File: config.mk
export PLATFORM = sky130hd
export DESIGN_NAME = lgc_gpio
export DESIGN_NICKNAME = d
export VERILOG_FILES = /design/src/lgc_pkg.sv /design/src/lgc_gpio.sv
export SDC_FILE = /design/constraint.sdc
export NUM_CORES = 1
export LEC_CHECK = 0
export BUFFER_PORTS_ARGS = -buffer_cell sky130_fd_sc_hd__buf_2
export CELL_PAD_IN_SITES_DETAIL_PLACEMENT = 1
export CELL_PAD_IN_SITES_GLOBAL_PLACEMENT = 1
export CORE_MARGIN = 4
export CORE_UTILIZATION = 39
export CTS_CLUSTER_DIAMETER = 120
export DETAILED_ROUTE_END_ITERATION = 16
export GPL_ROUTABILITY_DRIVEN = 0
export PLACE_DENSITY = 0.77
export SYNTH_ARGS = -nofsm -noshare
export SYNTH_HDL_FRONTEND = slang
export SYNTH_SLANG_ARGS = --single-unit
export TNS_END_PERCENT = 5
File: constraint.sdc
create_clock -name clk -period 1.3 [get_ports clk]
set_input_delay 0.325 -clock clk [delete_from_list [all_inputs] [get_ports clk]]
set_output_delay 0.325 -clock clk [all_outputs]
set_load 0.01 [all_outputs]
File: src/lgc_pkg.sv
// Constants for the link general-purpose pin control block
`default_nettype none
package lgc_pkg;
    localparam logic [7:0] LGC_OFS_PIN0  = 8'h0d;
    localparam logic [7:0] LGC_OFS_PIN12 = 8'h0e;
    localparam logic [7:0] LGC_OFS_PIN3  = 8'h0f;
    localparam logic [7:0] LGC_OFS_L56   = 8'h10;
    localparam logic [7:0] LGC_OFS_L78   = 8'h11;
    localparam logic [7:0] LGC_OFS_ST_LO = 8'h1c;
    localparam logic [7:0] LGC_OFS_ST_HI = 8'h1d;
    localparam int         LGC_NCFG      = 5;
    localparam int         LGC_NPIN      = 8;
    localparam int         LGC_NLINK     = 4;
    localparam logic [7:0] LGC_CFG_RST   = 8'h00;
    // Mode codes
    localparam logic [3:0] LGC_MODE_LOW  = 4'h1;
    localparam logic [3:0] LGC_MODE_HIGH = 4'h9;
    localparam logic [3:0] LGC_MODE_IN   = 4'h3;
    localparam logic [3:0] LGC_MODE_FWD  = 4'h3;
    localparam logic [3:0] LGC_MODE_BACK = 4'h5;
    // Pin to config register index and nibble (1 = upper)
    localparam int LGC_PIN_REG [8] = '{0, 1, 1, 2, 3, 3, 4, 4};
    localparam int LGC_PIN_HI  [8] = '{0, 0, 1, 0, 0, 1, 0, 1};
    // Status bit holes
    localparam int LGC_ST_LO_GAP = 4;
    // Far-end fast mode codes
    localparam logic [2:0] LGC_FAST_NORM = 3'b000;
    localparam logic [2:0] LGC_FAST_4    = 3'b011;
    localparam logic [2:0] LGC_FAST_2    = 3'b010;
    localparam logic [2:0] LGC_FAST_1    = 3'b001;
    // Back-channel line rates in Mbps
    localparam logic [4:0] LGC_RATE_LO  = 5'd5;
    localparam logic [4:0] LGC_RATE_MID = 5'd10;
    localparam logic [4:0] LGC_RATE_HI  = 5'd20;
    localparam int         LGC_BC_MARGIN_PCT = 20;
    localparam int         LGC_OVERSAMPLE    = 4;
    // Effective pin rate in kHz: [fast set][line rate]
    localparam logic [10:0] LGC_EFF_KHZ [4][3] = '{
        '{11'd33,  11'd66,   11'd133},
        '{11'd200, 11'd400,  11'd800},
        '{11'd333, 11'd666,  11'd1333},
        '{11'd500, 11'd1000, 11'd2000}};
endpackage : lgc_pkg
`default_nettype wire

File: src/lgc_gpio.sv
// Link general-purpose pin control logic
`timescale 1ns/1ps
`default_nettype none
module lgc_gpio
    import lgc_pkg::*;
(
    // Clock and reset
    input  wire logic        clk,
    input  wire logic        rst_n,
    // Power-down pin, active low
    input  wire logic        power_down_n,
    // Local register access
    input  wire logic        loc_wr,
    input  wire logic        loc_rd,
    input  wire logic [7:0]  loc_addr,
    input  wire logic [7:0]  loc_wdata,
    output logic      [7:0]  loc_rdata,
    // Remote register access from the control channel
    input  wire logic        rem_wr,
    input  wire logic        rem_rd,
    input  wire logic [7:0]  rem_addr,
    input  wire logic [7:0]  rem_wdata,
    output logic      [7:0]  rem_rdata,
    // Pins: 0-3 link-carried, 4-7 register-only 5-8
    input  wire logic [7:0]  pin_in,
    output logic      [7:0]  pin_out,
    output logic      [7:0]  pin_oe,
    // Forward channel pin bits
    output logic      [3:0]  fwd_gpio,
    output logic      [3:0]  fwd_gpio_en,
    // Back channel frame samples
    input  wire logic        bc_valid,
    input  wire logic [3:0]  bc_gpio,
    input  wire logic [2:0]  fast_control_mode,
    input  wire logic        backlink_rate_select,
    input  wire logic        backlink_high_speed,
    // Shared audio inputs and link status
    output logic      [3:0]  audio_in,
    output logic      [4:0]  bc_rate_mbps,
    output logic      [10:0] bc_eff_khz
);
    logic [7:0]  cfg_r [LGC_NCFG];
    logic [7:0]  cfg_nxt [LGC_NCFG];
    logic [7:0]  pin_m1_r, pin_s_r;
    logic        pd_m1_r, pd_s_r;
    logic [3:0]  bc_hold_r, bc_hold_nxt;
    logic [3:0]  mode [LGC_NPIN];
    logic [7:0]  loc_rdata_nxt, rem_rdata_nxt;
    logic [7:0]  pin_out_nxt, pin_oe_nxt;
    logic [3:0]  fwd_nxt, fwd_en_nxt, audio_nxt;
    logic [4:0]  rate_nxt;
    logic [10:0] eff_nxt;

    function automatic logic [7:0] rd_mux(input logic [7:0] a);
        logic [7:0] d;
        d = 8'h00;
        if (a >= LGC_OFS_PIN0 && a <= LGC_OFS_L78)
            d = cfg_r[3'(a - LGC_OFS_PIN0)];
        else if (a == LGC_OFS_ST_LO) begin
            d = {pin_s_r[6:4], 1'b0, pin_s_r[3:0]};
            d[LGC_ST_LO_GAP] = 1'b0;
        end else if (a == LGC_OFS_ST_HI)
            d = {7'h00, pin_s_r[7]};
        return d;
    endfunction : rd_mux

    function automatic logic hit(input logic [7:0] a, input int i);
        return a == 8'(int'(LGC_OFS_PIN0) + i);
    endfunction : hit

    // Fast mode decides which back-channel pins carry samples
    function automatic logic [3:0] bc_mask(input logic [2:0] f);
        unique case (f)
            LGC_FAST_1: bc_mask = 4'h1;
            LGC_FAST_2: bc_mask = 4'h3;
            default:    bc_mask = 4'hf;
        endcase
    endfunction : bc_mask

    // Pin and power-down synchronisers
    always_ff @(posedge clk or negedge rst_n) begin
        if (!rst_n) begin
            pin_m1_r <= 8'h00;
            pin_s_r  <= 8'h00;
            pd_m1_r  <= 1'b0;
            pd_s_r   <= 1'b0;
        end else begin
            pin_m1_r <= pin_in;
            pin_s_r  <= pin_m1_r;
            pd_m1_r  <= power_down_n;
            pd_s_r   <= pd_m1_r;
        end
    end

    // Registers; local wins a same-cycle clash with remote
    always_comb begin
        for (int i = 0; i < LGC_NCFG; i++) begin
            cfg_nxt[i] = cfg_r[i];
            if (rem_wr && hit(rem_addr, i))
                cfg_nxt[i] = rem_wdata;
            if (loc_wr && hit(loc_addr, i))
                cfg_nxt[i] = loc_wdata;
            if (!pd_s_r)
                cfg_nxt[i] = LGC_CFG_RST;
        end
        loc_rdata_nxt = loc_rd ? rd_mux(loc_addr) : loc_rdata;
        rem_rdata_nxt = rem_rd ? rd_mux(rem_addr) : rem_rdata;
    end

    // Mode nibble per pin
    always_comb begin
        for (int p = 0; p < LGC_NPIN; p++)
            mode[p] = LGC_PIN_HI[p] != 0 ? cfg_r[LGC_PIN_REG[p]][7:4]
                                         : cfg_r[LGC_PIN_REG[p]][3:0];
    end

    // Pin drive, link transport and audio sharing
    always_comb begin
        bc_hold_nxt = bc_hold_r;
        if (bc_valid)
            bc_hold_nxt = (bc_gpio & bc_mask(fast_control_mode))
                        | (bc_hold_r & ~bc_mask(fast_control_mode));
        if (!pd_s_r)
            bc_hold_nxt = 4'h0;
        pin_out_nxt = 8'h00;
        pin_oe_nxt  = 8'h00;
        fwd_nxt     = 4'h0;
        fwd_en_nxt  = 4'h0;
        for (int p = 0; p < LGC_NPIN; p++) begin
            if (mode[p] == LGC_MODE_LOW) begin
                pin_oe_nxt[p] = 1'b1;
            end else if (mode[p] == LGC_MODE_HIGH) begin
                pin_oe_nxt[p]  = 1'b1;
                pin_out_nxt[p] = 1'b1;
            end
        end
        // Only the four link pins reach the forward channel
        for (int p = 0; p < LGC_NLINK; p++) begin
            if (mode[p] == LGC_MODE_FWD) begin
                fwd_nxt[p]    = pin_s_r[p];
                fwd_en_nxt[p] = 1'b1;
            end else if (mode[p] == LGC_MODE_BACK) begin
                pin_oe_nxt[p]  = 1'b1;
                pin_out_nxt[p] = bc_hold_r[p];
            end
        end
        // Audio sees nothing while the pin is in register mode
        for (int a = 0; a < 4; a++) begin
            logic [3:0] m;
            m = mode[LGC_NLINK + a];
            audio_nxt[a] = (m == LGC_MODE_LOW || m == LGC_MODE_HIGH ||
                            m == LGC_MODE_IN) ? 1'b0
                                              : pin_s_r[LGC_NLINK + a];
        end
    end

    // Line rate chosen by far end, for status only
    always_comb begin
        int fi, ri;
        fi = 0;
        ri = 0;
        if (backlink_high_speed) begin
            rate_nxt = LGC_RATE_HI;
            ri = 2;
        end else if (backlink_rate_select) begin
            rate_nxt = LGC_RATE_MID;
            ri = 1;
        end else
            rate_nxt = LGC_RATE_LO;
        unique case (fast_control_mode)
            LGC_FAST_4: fi = 1;
            LGC_FAST_2: fi = 2;
            LGC_FAST_1: fi = 3;
            default:    fi = 0;
        endcase
        eff_nxt = LGC_EFF_KHZ[fi][ri];
    end

    always_ff @(posedge clk or negedge rst_n) begin
        if (!rst_n) begin
            for (int i = 0; i < LGC_NCFG; i++)
                cfg_r[i] <= LGC_CFG_RST;
            loc_rdata    <= 8'h00;
            rem_rdata    <= 8'h00;
            bc_hold_r    <= 4'h0;
            pin_out      <= 8'h00;
            pin_oe       <= 8'h00;
            fwd_gpio     <= 4'h0;
            fwd_gpio_en  <= 4'h0;
            audio_in     <= 4'h0;
            bc_rate_mbps <= LGC_RATE_LO;
            bc_eff_khz   <= LGC_EFF_KHZ[0][0];
        end else begin
            cfg_r        <= cfg_nxt;
            loc_rdata    <= loc_rdata_nxt;
            rem_rdata    <= rem_rdata_nxt;
            bc_hold_r    <= bc_hold_nxt;
            pin_out      <= pin_out_nxt;
            pin_oe       <= pin_oe_nxt;
            fwd_gpio     <= fwd_nxt;
            fwd_gpio_en  <= fwd_en_nxt;
            audio_in     <= audio_nxt;
            bc_rate_mbps <= rate_nxt;
            bc_eff_khz   <= eff_nxt;
        end
    end

    // Checks
    a_fwd_carry: assert property (@(posedge clk) disable iff (!rst_n)
        mode[0] == LGC_MODE_FWD |=> fwd_gpio_en[0] &&
        fwd_gpio[0] == $past(pin_s_r[0]))
        else $error("forward pin 0 not carried");
    a_back_drive: assert property (@(posedge clk) disable iff (!rst_n)
        mode[3] == LGC_MODE_BACK |=> pin_oe[3] &&
        pin_out[3] == $past(bc_hold_r[3]))
        else $error("back-channel pin 3 not driven");
    a_pin_map: assert property (@(posedge clk) disable iff (!rst_n)
        loc_wr && loc_addr == LGC_OFS_PIN12 &&
        loc_wdata[7:4] == LGC_MODE_HIGH && pd_s_r
        |=> ##1 pin_oe[2] && pin_out[2])
        else $error("pin 2 nibble misplaced");
    a_drive_low: assert property (@(posedge clk) disable iff (!rst_n)
        mode[5] == LGC_MODE_LOW |=> pin_oe[5] && !pin_out[5])
        else $error("drive low failed");
    a_local_map: assert property (@(posedge clk) disable iff (!rst_n)
        loc_wr && loc_addr == LGC_OFS_L78 && pd_s_r
        |=> mode[7] == $past(loc_wdata[7:4]))
        else $error("pin 8 nibble misplaced");
    a_status_hi: assert property (@(posedge clk) disable iff (!rst_n)
        loc_rd && loc_addr == LGC_OFS_ST_HI
        |=> loc_rdata == {7'h00, $past(pin_s_r[7])})
        else $error("pin 8 status wrong");
    a_audio_block: assert property (@(posedge clk) disable iff (!rst_n)
        mode[4] == LGC_MODE_IN |=> !audio_in[0])
        else $error("audio not overridden");
    a_remote_wr: assert property (@(posedge clk) disable iff (!rst_n)
        rem_wr && !loc_wr && rem_addr == LGC_OFS_L56 && pd_s_r
        |=> cfg_r[3] == $past(rem_wdata))
        else $error("remote write lost");
    a_fast_mask: assert property (@(posedge clk) disable iff (!rst_n)
        bc_valid && fast_control_mode == LGC_FAST_1 && pd_s_r
        |=> bc_hold_r[3:1] == $past(bc_hold_r[3:1]) &&
        bc_hold_r[0] == $past(bc_gpio[0]))
        else $error("fast mode mask wrong");
    a_rate_sel: assert property (@(posedge clk) disable iff (!rst_n)
        backlink_high_speed |=> bc_rate_mbps == LGC_RATE_HI)
        else $error("rate select wrong");
    a_pd_clear: assert property (@(posedge clk) disable iff (!rst_n)
        !pd_s_r |=> cfg_r[0] == LGC_CFG_RST && cfg_r[4] == LGC_CFG_RST)
        else $error("power-down did not clear");
    c_fwd: cover property (@(posedge clk) fwd_gpio_en[0] && fwd_gpio[0]);
    c_back: cover property (@(posedge clk) bc_valid ##1 pin_oe[3]);
    c_pd: cover property (@(posedge clk) pd_s_r ##1 !pd_s_r);
endmodule : lgc_gpio
`default_nettype wire

==> impl_metrics.tcl, run 1 <==
set metrics [dict create \
    setup_tns_ns -11.65 \
    crit_path_start "rem_addr[5]" \
    critPathRequiredTime_ns 1.60 \
    crit_path_max_fanout 8 \
    cts_buffers 17 \
    place_area_sq_um 7540 \
    arrival_ns 1.94 \
    multi_input_area_sq_um 2940 \
    first_pass_iters 4 \
    h-tree-depth 4 \
    grt_pass1_vias 6183 \
    track_usage 0.263 \
    synth_cells 558 \
    worst_hold_slack_ns 0.00642 \
    synth_cell_types 56 \
    drt-wirelength-per-cell_um 23.6 \
    antenna_found_initial 0 \
    synth_area_per_cell_sq_um 10.7 \
    die_h_um 132 \
    die_width_um 132 \
    clkTransAtPathRegs_ns 0.06 \
    initial_core_util 0.404 \
    synth_area_sq_um 5960 \
    reg2reg_depth 4 \
    top_layer "met4" \
    endpoint_kind "flip-flop" \
    r2r-end "rem_rdata[4]" \
    utilization 0.570 \
    slew_violations 0 \
    synth.area.mux_share 0.131 \
    synth_warnings 0 \
    synth_edf_count 0 \
    ant_nets 0 \
    min_path_type "input pin to flip-flop" \
    synth_top_family_by_area "compound AO/OA/AOI/OAI gates" \
    syn_to_final_growth_pct 41.1 \
    period_minus_slack_ns 1.64 \
    clk_latency_ns 0.42 \
    fin_area_sq_um 8400 \
    hold_viol 0 \
    worstMarginPinSlew_ns 0.442 \
    wl_met3_mm 1.31 \
    grt_setup_unrepaired "true" \
    violations "setup timing" \
    endpoint "cfg_r[1]" \
    vias 5567 \
    setup_viol 60 \
    grt_first_pass_wirelength_mm 35.6 \
    setup_ws_ns -0.340 \
    wl_met1_mm 8.91 \
    cts_tree "built" \
    r2r_start "cfg_r[12]" \
    synth_nets 625 \
    clock_skew_ns 0.00962 \
    seqCellArea_sq_um 3030 \
    finalCritPeriodShare 1.26 \
    synth_xor_area_frac 0.00735 \
    synth_fa_ha_area_frac 0.0210 \
    cts_root_buffer "clkbuf_16" \
    r2r_slack_ns -0.23 \
    power_density_nw_per_um2 1120 \
    criticalPathCategory "input pin to flip-flop" \
    synth-simple-area-share 0.133 \
    ios 117 \
    ir_worst_vdd_uv 860 \
    die_area_sq_um 17300 \
    dp_hpwl_mm 15.5 \
    drc_errors 0 \
    ys_seq_elements 121 \
    fmax_mhz 610 \
    row_count 44 \
    relSlewSlack 0.705 \
    cts_sinks 121 \
    fin_nets 830 \
    grt_remaining_overflow 0 \
    fill_cells 1628 \
    ys_async_sr_fraction 1.00 \
    p_total_mw 9.41 \
    diodes 0 \
    status "complete, but fails checks" \
    layout-drive-gt1-share 0.405 \
    postRouteWirelength_mm 22.7 \
    clock_path_buffers 2 \
    cap_violations 0 \
    grt_start_max_net_pins 46 \
    synth-compound-area-share 0.157 \
    ys.flop_type "dfrtp_1" \
    drt-initial-drc-count 458 \
    p_leak_nw 4.01 \
    startpoint_type "input pin" \
    core_sq_um 14800 \
    route.met2.wl_mm 11.5 \
    portBuffers 116 \
    vias_per_cell 5.80 \
    ys_seq_area_frac 0.509 \
]
==> cell usage after synthesis (4+ instances only) <==
cell      instances  area share
a31oi_1           5      0.0053
and2_1            9      0.0095
dfrtp_1         117        0.49
mux2_2            6       0.011
a211oi_1          6      0.0076
nor2_1           10      0.0063
and3_1           14       0.015
a221oi_1         13       0.019
o21ai_0           9      0.0076
inv_1            23       0.014
nor4_4            4       0.014
nor2b_1          24       0.025
nand2_1          17       0.011
nand2b_1          5      0.0053
dfstp_2           4       0.018
o31ai_1          10       0.013
a21oi_1          61       0.051
ha_1             10       0.021
clkbuf_1         29       0.018
mux2_1            9       0.017
o21ai_1          40       0.034
nor3_1           22       0.018
nor3b_1           4      0.0050
mux2i_1          59       0.099
o22ai_1           5      0.0053
xnor2_1           4      0.0059
==> critical path: stages <==
cell     delay [ns]
buf_6          0.09
or4b_4         0.60
or4_4          0.47
buf_12         0.17
mux2i_1        0.18
a21oi_1        0.10
==> routing by layer <==
| layer | track usage | up-vias |
|---|---|---|
| met2 | 0.453 | 224 |
| met4 | 0.128 | 0 |
| met3 | 0.0535 | 64 |
| met5 | 0 | - |
| met1 | 0.314 | 2828 |
| li1 | - | 2451 |
==> cell usage in the layout (no fill, tap or decap), drive strengths merged, types with 5 or more instances in the layout <==
master / netlist / routed
buf: 6 / 219
dfrtp: 117 / 117
a21oi: 61 / 61
mux2i: 59 / 59
o21ai: 49 / 49
inv: 26 / 28
nor2b: 24 / 24
nor3: 22 / 22
clkbuf: 29 / 18
nand2: 17 / 17
mux2: 15 / 15
and3: 14 / 14
a221oi: 13 / 13
nor2: 11 / 11
o31ai: 10 / 10
ha: 10 / 10
and2: 9 / 9
clkinv: 0 / 9
a211oi: 6 / 6
nand2b: 5 / 5
o22ai: 5 / 5
a31oi: 5 / 5
==> worst min path at each step <==
stage / start / end / cells after the start
final: pin_in[0] / pin_m1_r[0] / 1
after global placement: rst_n / audio_in[0] / 1
after detailed placement: rst_n / pin_oe[1] / 1
after CTS: pin_in[0] / pin_m1_r[0] / 1
after global routing: pin_in[3] / pin_m1_r[3] / 1
after floorplan: rst_n / audio_in[0] / 0
==> cells by family after synthesis <==
| group | Yosys count |
|---|---|
| mux | 75 |
| fa+ha+maj | 10 |
| flops | 121 |
| xor+xnor | 5 |
| buf+inv | 61 |
| compound gates | 159 |
| simple gates | 127 |
==> power breakdown <==
| group | leakage (nW) | internal, mW | total, mW | switching [mW] |
|---|---|---|---|---|
| Combinational | 2.14 | 0.436 | 1.05 | 0.613 |
| Sequential | 1.61 | 3.86 | 3.91 | 0.0570 |
| Clock | 0.270 | 2.63 | 4.45 | 1.81 |
| Total | 4.01 | 6.92 | 9.41 | 2.48 |
==> sequential cells by signal, indices dropped and copies added, names as in the netlist, 8 cells and up <==
name,count
pin_oe,8
pin_m1_r,8
rem_rdata,8
pin_out,8
loc_rdata,8
bc_eff_khz,11
cfg_r,40
pin_s_r,8
==> through the flow <==
stage / cells / setup slack [ns]
floorplan: 558 / -0.647
global placement: 925 / -0.737
detailed placement: 925 / -0.859
CTS: 960 / -0.330
global route: 960 / -0.365
finish: 960 / -0.340
==> final cells by class <==
cell class	instances	area share
clock inverter	14	0.0150
sequential	121	0.361
tap	184	0.0274
timing repair buffer	221	0.184
inverter	26	0.0122
multi-input combinational	376	0.350
clock buffer	18	0.0511
==> what timing repair did <==
item / in CTS / in global routing
pin swaps: 19 / 10
gates resized for setup: 49 / 14
setup endpoints to repair: 63 / 65
buffers inserted: 1 / 0
hold endpoints to repair: 18 / 0
hold buffers: 2 / 0
No activity file was read; power rests on OpenSTA's default activity.
==> run 2, diff against run 1 <==
--- a/config.mk
+++ b/config.mk
@@ -6,14 +6,13 @@
 export NUM_CORES = 1
 export LEC_CHECK = 0
 export BUFFER_PORTS_ARGS = -buffer_cell sky130_fd_sc_hd__buf_2
-export CELL_PAD_IN_SITES_DETAIL_PLACEMENT = 1
-export CELL_PAD_IN_SITES_GLOBAL_PLACEMENT = 1
 export CORE_MARGIN = 4
-export CORE_UTILIZATION = 39
+export CORE_UTILIZATION = 50
 export CTS_CLUSTER_DIAMETER = 120
 export DETAILED_ROUTE_END_ITERATION = 16
 export GPL_ROUTABILITY_DRIVEN = 0
 export PLACE_DENSITY = 0.77
+export REMOVE_ABC_BUFFERS = 1
 export SYNTH_ARGS = -nofsm -noshare
 export SYNTH_HDL_FRONTEND = slang
 export SYNTH_SLANG_ARGS = --single-unit
==> run 2 against run 1 <==
Net effect: worst hold slack improved by 0.0040 ns; clock skew increased by 0.0079 ns; core utilization increased by 19 points; the run still ends with setup timing left; die area decreased by 21%; via count increased by 5.7%; critical path depth increased by 1; global-route usage increased by 2.4 points; fmax decreased by 7.1%; routed wire length decreased by 6.2%; largest power group unchanged; sequential share of layout area decreased by 1.5 points.
==> impl_metrics.tcl, run 2 (same netlist as run 1, synthesis figures left out) <==
set metrics [dict create \
    p_leak_nw 4.20 \
    cap_violations 0 \
    arrival_ns 2.06 \
    postRouteWirelength_mm 21.3 \
    power_density_nw_per_um2 1100 \
    reg_top3 "cfg_r x40, bc_eff_khz x11" \
    syn_to_final_growth_pct 47.1 \
    clock_path_buffers 2 \
    crit_path_max_fanout 4 \
    min_to "pin_m1_r[7]" \
    fin_nets 858 \
    worstMarginPinSlew_ns 0.404 \
    fill_cells 688 \
    portBuffers 116 \
    final_common_cell "dfrtp_1" \
    r2r_start "cfg_r[28]" \
    cts_root_buffer "clkbuf_16" \
    layout-drive-gt1-share 0.410 \
    finalCritPeriodShare 1.36 \
    violations "setup timing" \
    hold_viol 0 \
    cts_buffers 17 \
    die_area_sq_um 13700 \
    hold_depth 1 \
    setup_viol 62 \
    r2r_slack_ns -0.12 \
    die_h_um 117 \
    reg2reg_depth 4 \
    status "complete, but fails checks" \
    endpoint_kind "flip-flop" \
    crit_buf_inv 3 \
    fmax_mhz 566 \
    largest_register_ff_count 40 \
    first_pass_iters 5 \
    crit_slowest_cell "or4b_4" \
    h-tree-depth 4 \
    grt_remaining_overflow 0 \
    top_register "cfg_r" \
    antenna_found_initial 0 \
    grt_setup_unrepaired "true" \
    core_sq_um 11500 \
    min_path_type "input pin to flip-flop" \
    worstHoldStart "pin_in[7]" \
    path_delay_family "simple AND/OR/NAND/NOR gates" \
    initial_core_util 0.517 \
    r2r-end "rem_rdata[4]" \
    vias 5882 \
    worstPathCellList "buf_2 > or4b_4 > buf_12 > nor4_4 > buf_4 > mux2i_1 > a21oi_1" \
    clk_latency_ns 0.44 \
    diodes 0 \
    vias_per_cell 6.21 \
    startpoint_type "input pin" \
    period_minus_slack_ns 1.77 \
    die_width_um 117 \
    criticalPathCategory "input pin to flip-flop" \
    cts_sinks 121 \
    ant_nets 0 \
    utilization 0.761 \
    dp_hpwl_mm 13.1 \
    setup_tns_ns -12.69 \
    drc_errors 0 \
    dp_slack_ns -0.726 \
    max_stage_delay_ns 0.53 \
    slew_violations 0 \
    critPathRequiredTime_ns 1.59 \
    drt-initial-drc-count 640 \
    track_usage 0.287 \
    cts_tree "built" \
    ir_worst_vdd_uv 1100 \
    clock_skew_ns 0.0175 \
    clkTransAtPathRegs_ns 0.06 \
    drt-wirelength-per-cell_um 22.5 \
    grt_pass1_vias 5686 \
    relSlewSlack 0.728 \
    setup_ws_ns -0.466 \
    grt_first_pass_wirelength_mm 29.5 \
    ios 117 \
    grt_start_max_net_pins 44 \
    row_count 39 \
    mostFrequentLayoutCells "dfrtp_1, buf_2, buf_4" \
]
[run 2: cell count changes in the layout (fill, tap and decap cells not counted), sizes merged]
cell and delta:
inv -2, clkinv -5, clkbuf +9, dlygate4sd3 +7, buf +19
[run 2: where the power goes]
part / internal [mW] / total, mW / switching [mW]
Sequential: 3.86 / 3.91 / 0.0479
Clock: 2.82 / 4.52 / 1.70
Combinational: 0.545 / 1.20 / 0.654
Total: 7.22 / 9.62 / 2.40
[run 2: metrics by stage]
stage                     area [sq um]  hold slack (ns)  cells  power (mW)
after floorplan                   5810           0.0294    523        4.28
after global placement            7550            0.248    893        4.85
after detailed placement          7550            0.246    893        4.89
after CTS                         8350          0.00296    934        9.39
after global routing              8760           0.0121    947        9.89
final                             8760           0.0105    947        9.62
[run 2: worst reg2reg max path: stages (launching register included)]
cell,delay (ns)
dfrtp_1,0.40
mux4_2,0.46
nor2b_1,0.16
a41oi_2,0.18
o22ai_1,0.10
[run 2: area by class of cell]
class | count | area [sq um] | area share
timing repair buffer | 249 | 1880 | 0.215
clock inverter | 7 | 68.8 | 0.00786
inverter | 26 | 118 | 0.0134
sequential | 121 | 3030 | 0.346
multi-input combinational | 376 | 2980 | 0.340
tap | 143 | 179 | 0.0204
clock buffer | 25 | 495 | 0.0566
[run 2: worst max-delay path by stage]
stage | startpoint | end | slack, ns | cells past startpoint
floorplan | rem_addr[1] | rem_rdata[0] | -0.72 | 6
detailed placement | rem_addr[6] | cfg_r[26] | -0.73 | 7
CTS | rem_addr[6] | cfg_r[24] | -0.29 | 7
global route | rem_addr[7] | cfg_r[17] | -0.49 | 7
finish | rem_addr[7] | cfg_r[17] | -0.47 | 7
global placement | loc_addr[5] | cfg_r[4] | -0.70 | 6
[run 2: layer usage]
metal / GRT usage / wire length (um) / share of wire / up-vias
met5: 0 / 0 / 0 / -
met2: 0.473 / 10300 / 0.49 / 428
li1: - / - / - / 2500
met4: 0.171 / 1310 / 0.061 / 0
met1: 0.339 / 7630 / 0.36 / 2834
met3: 0.0704 / 2020 / 0.095 / 120
[run 2: timing repair]
action / CTS / global route
gates resized for setup: 32 / 63
cloned: 0 / 1
endpoints found under the setup margin: 60 / 68
pin swaps: 10 / 21
hold buffers: 8 / 1
hold endpoints to repair: 22 / 1
buffers inserted: 1 / 11
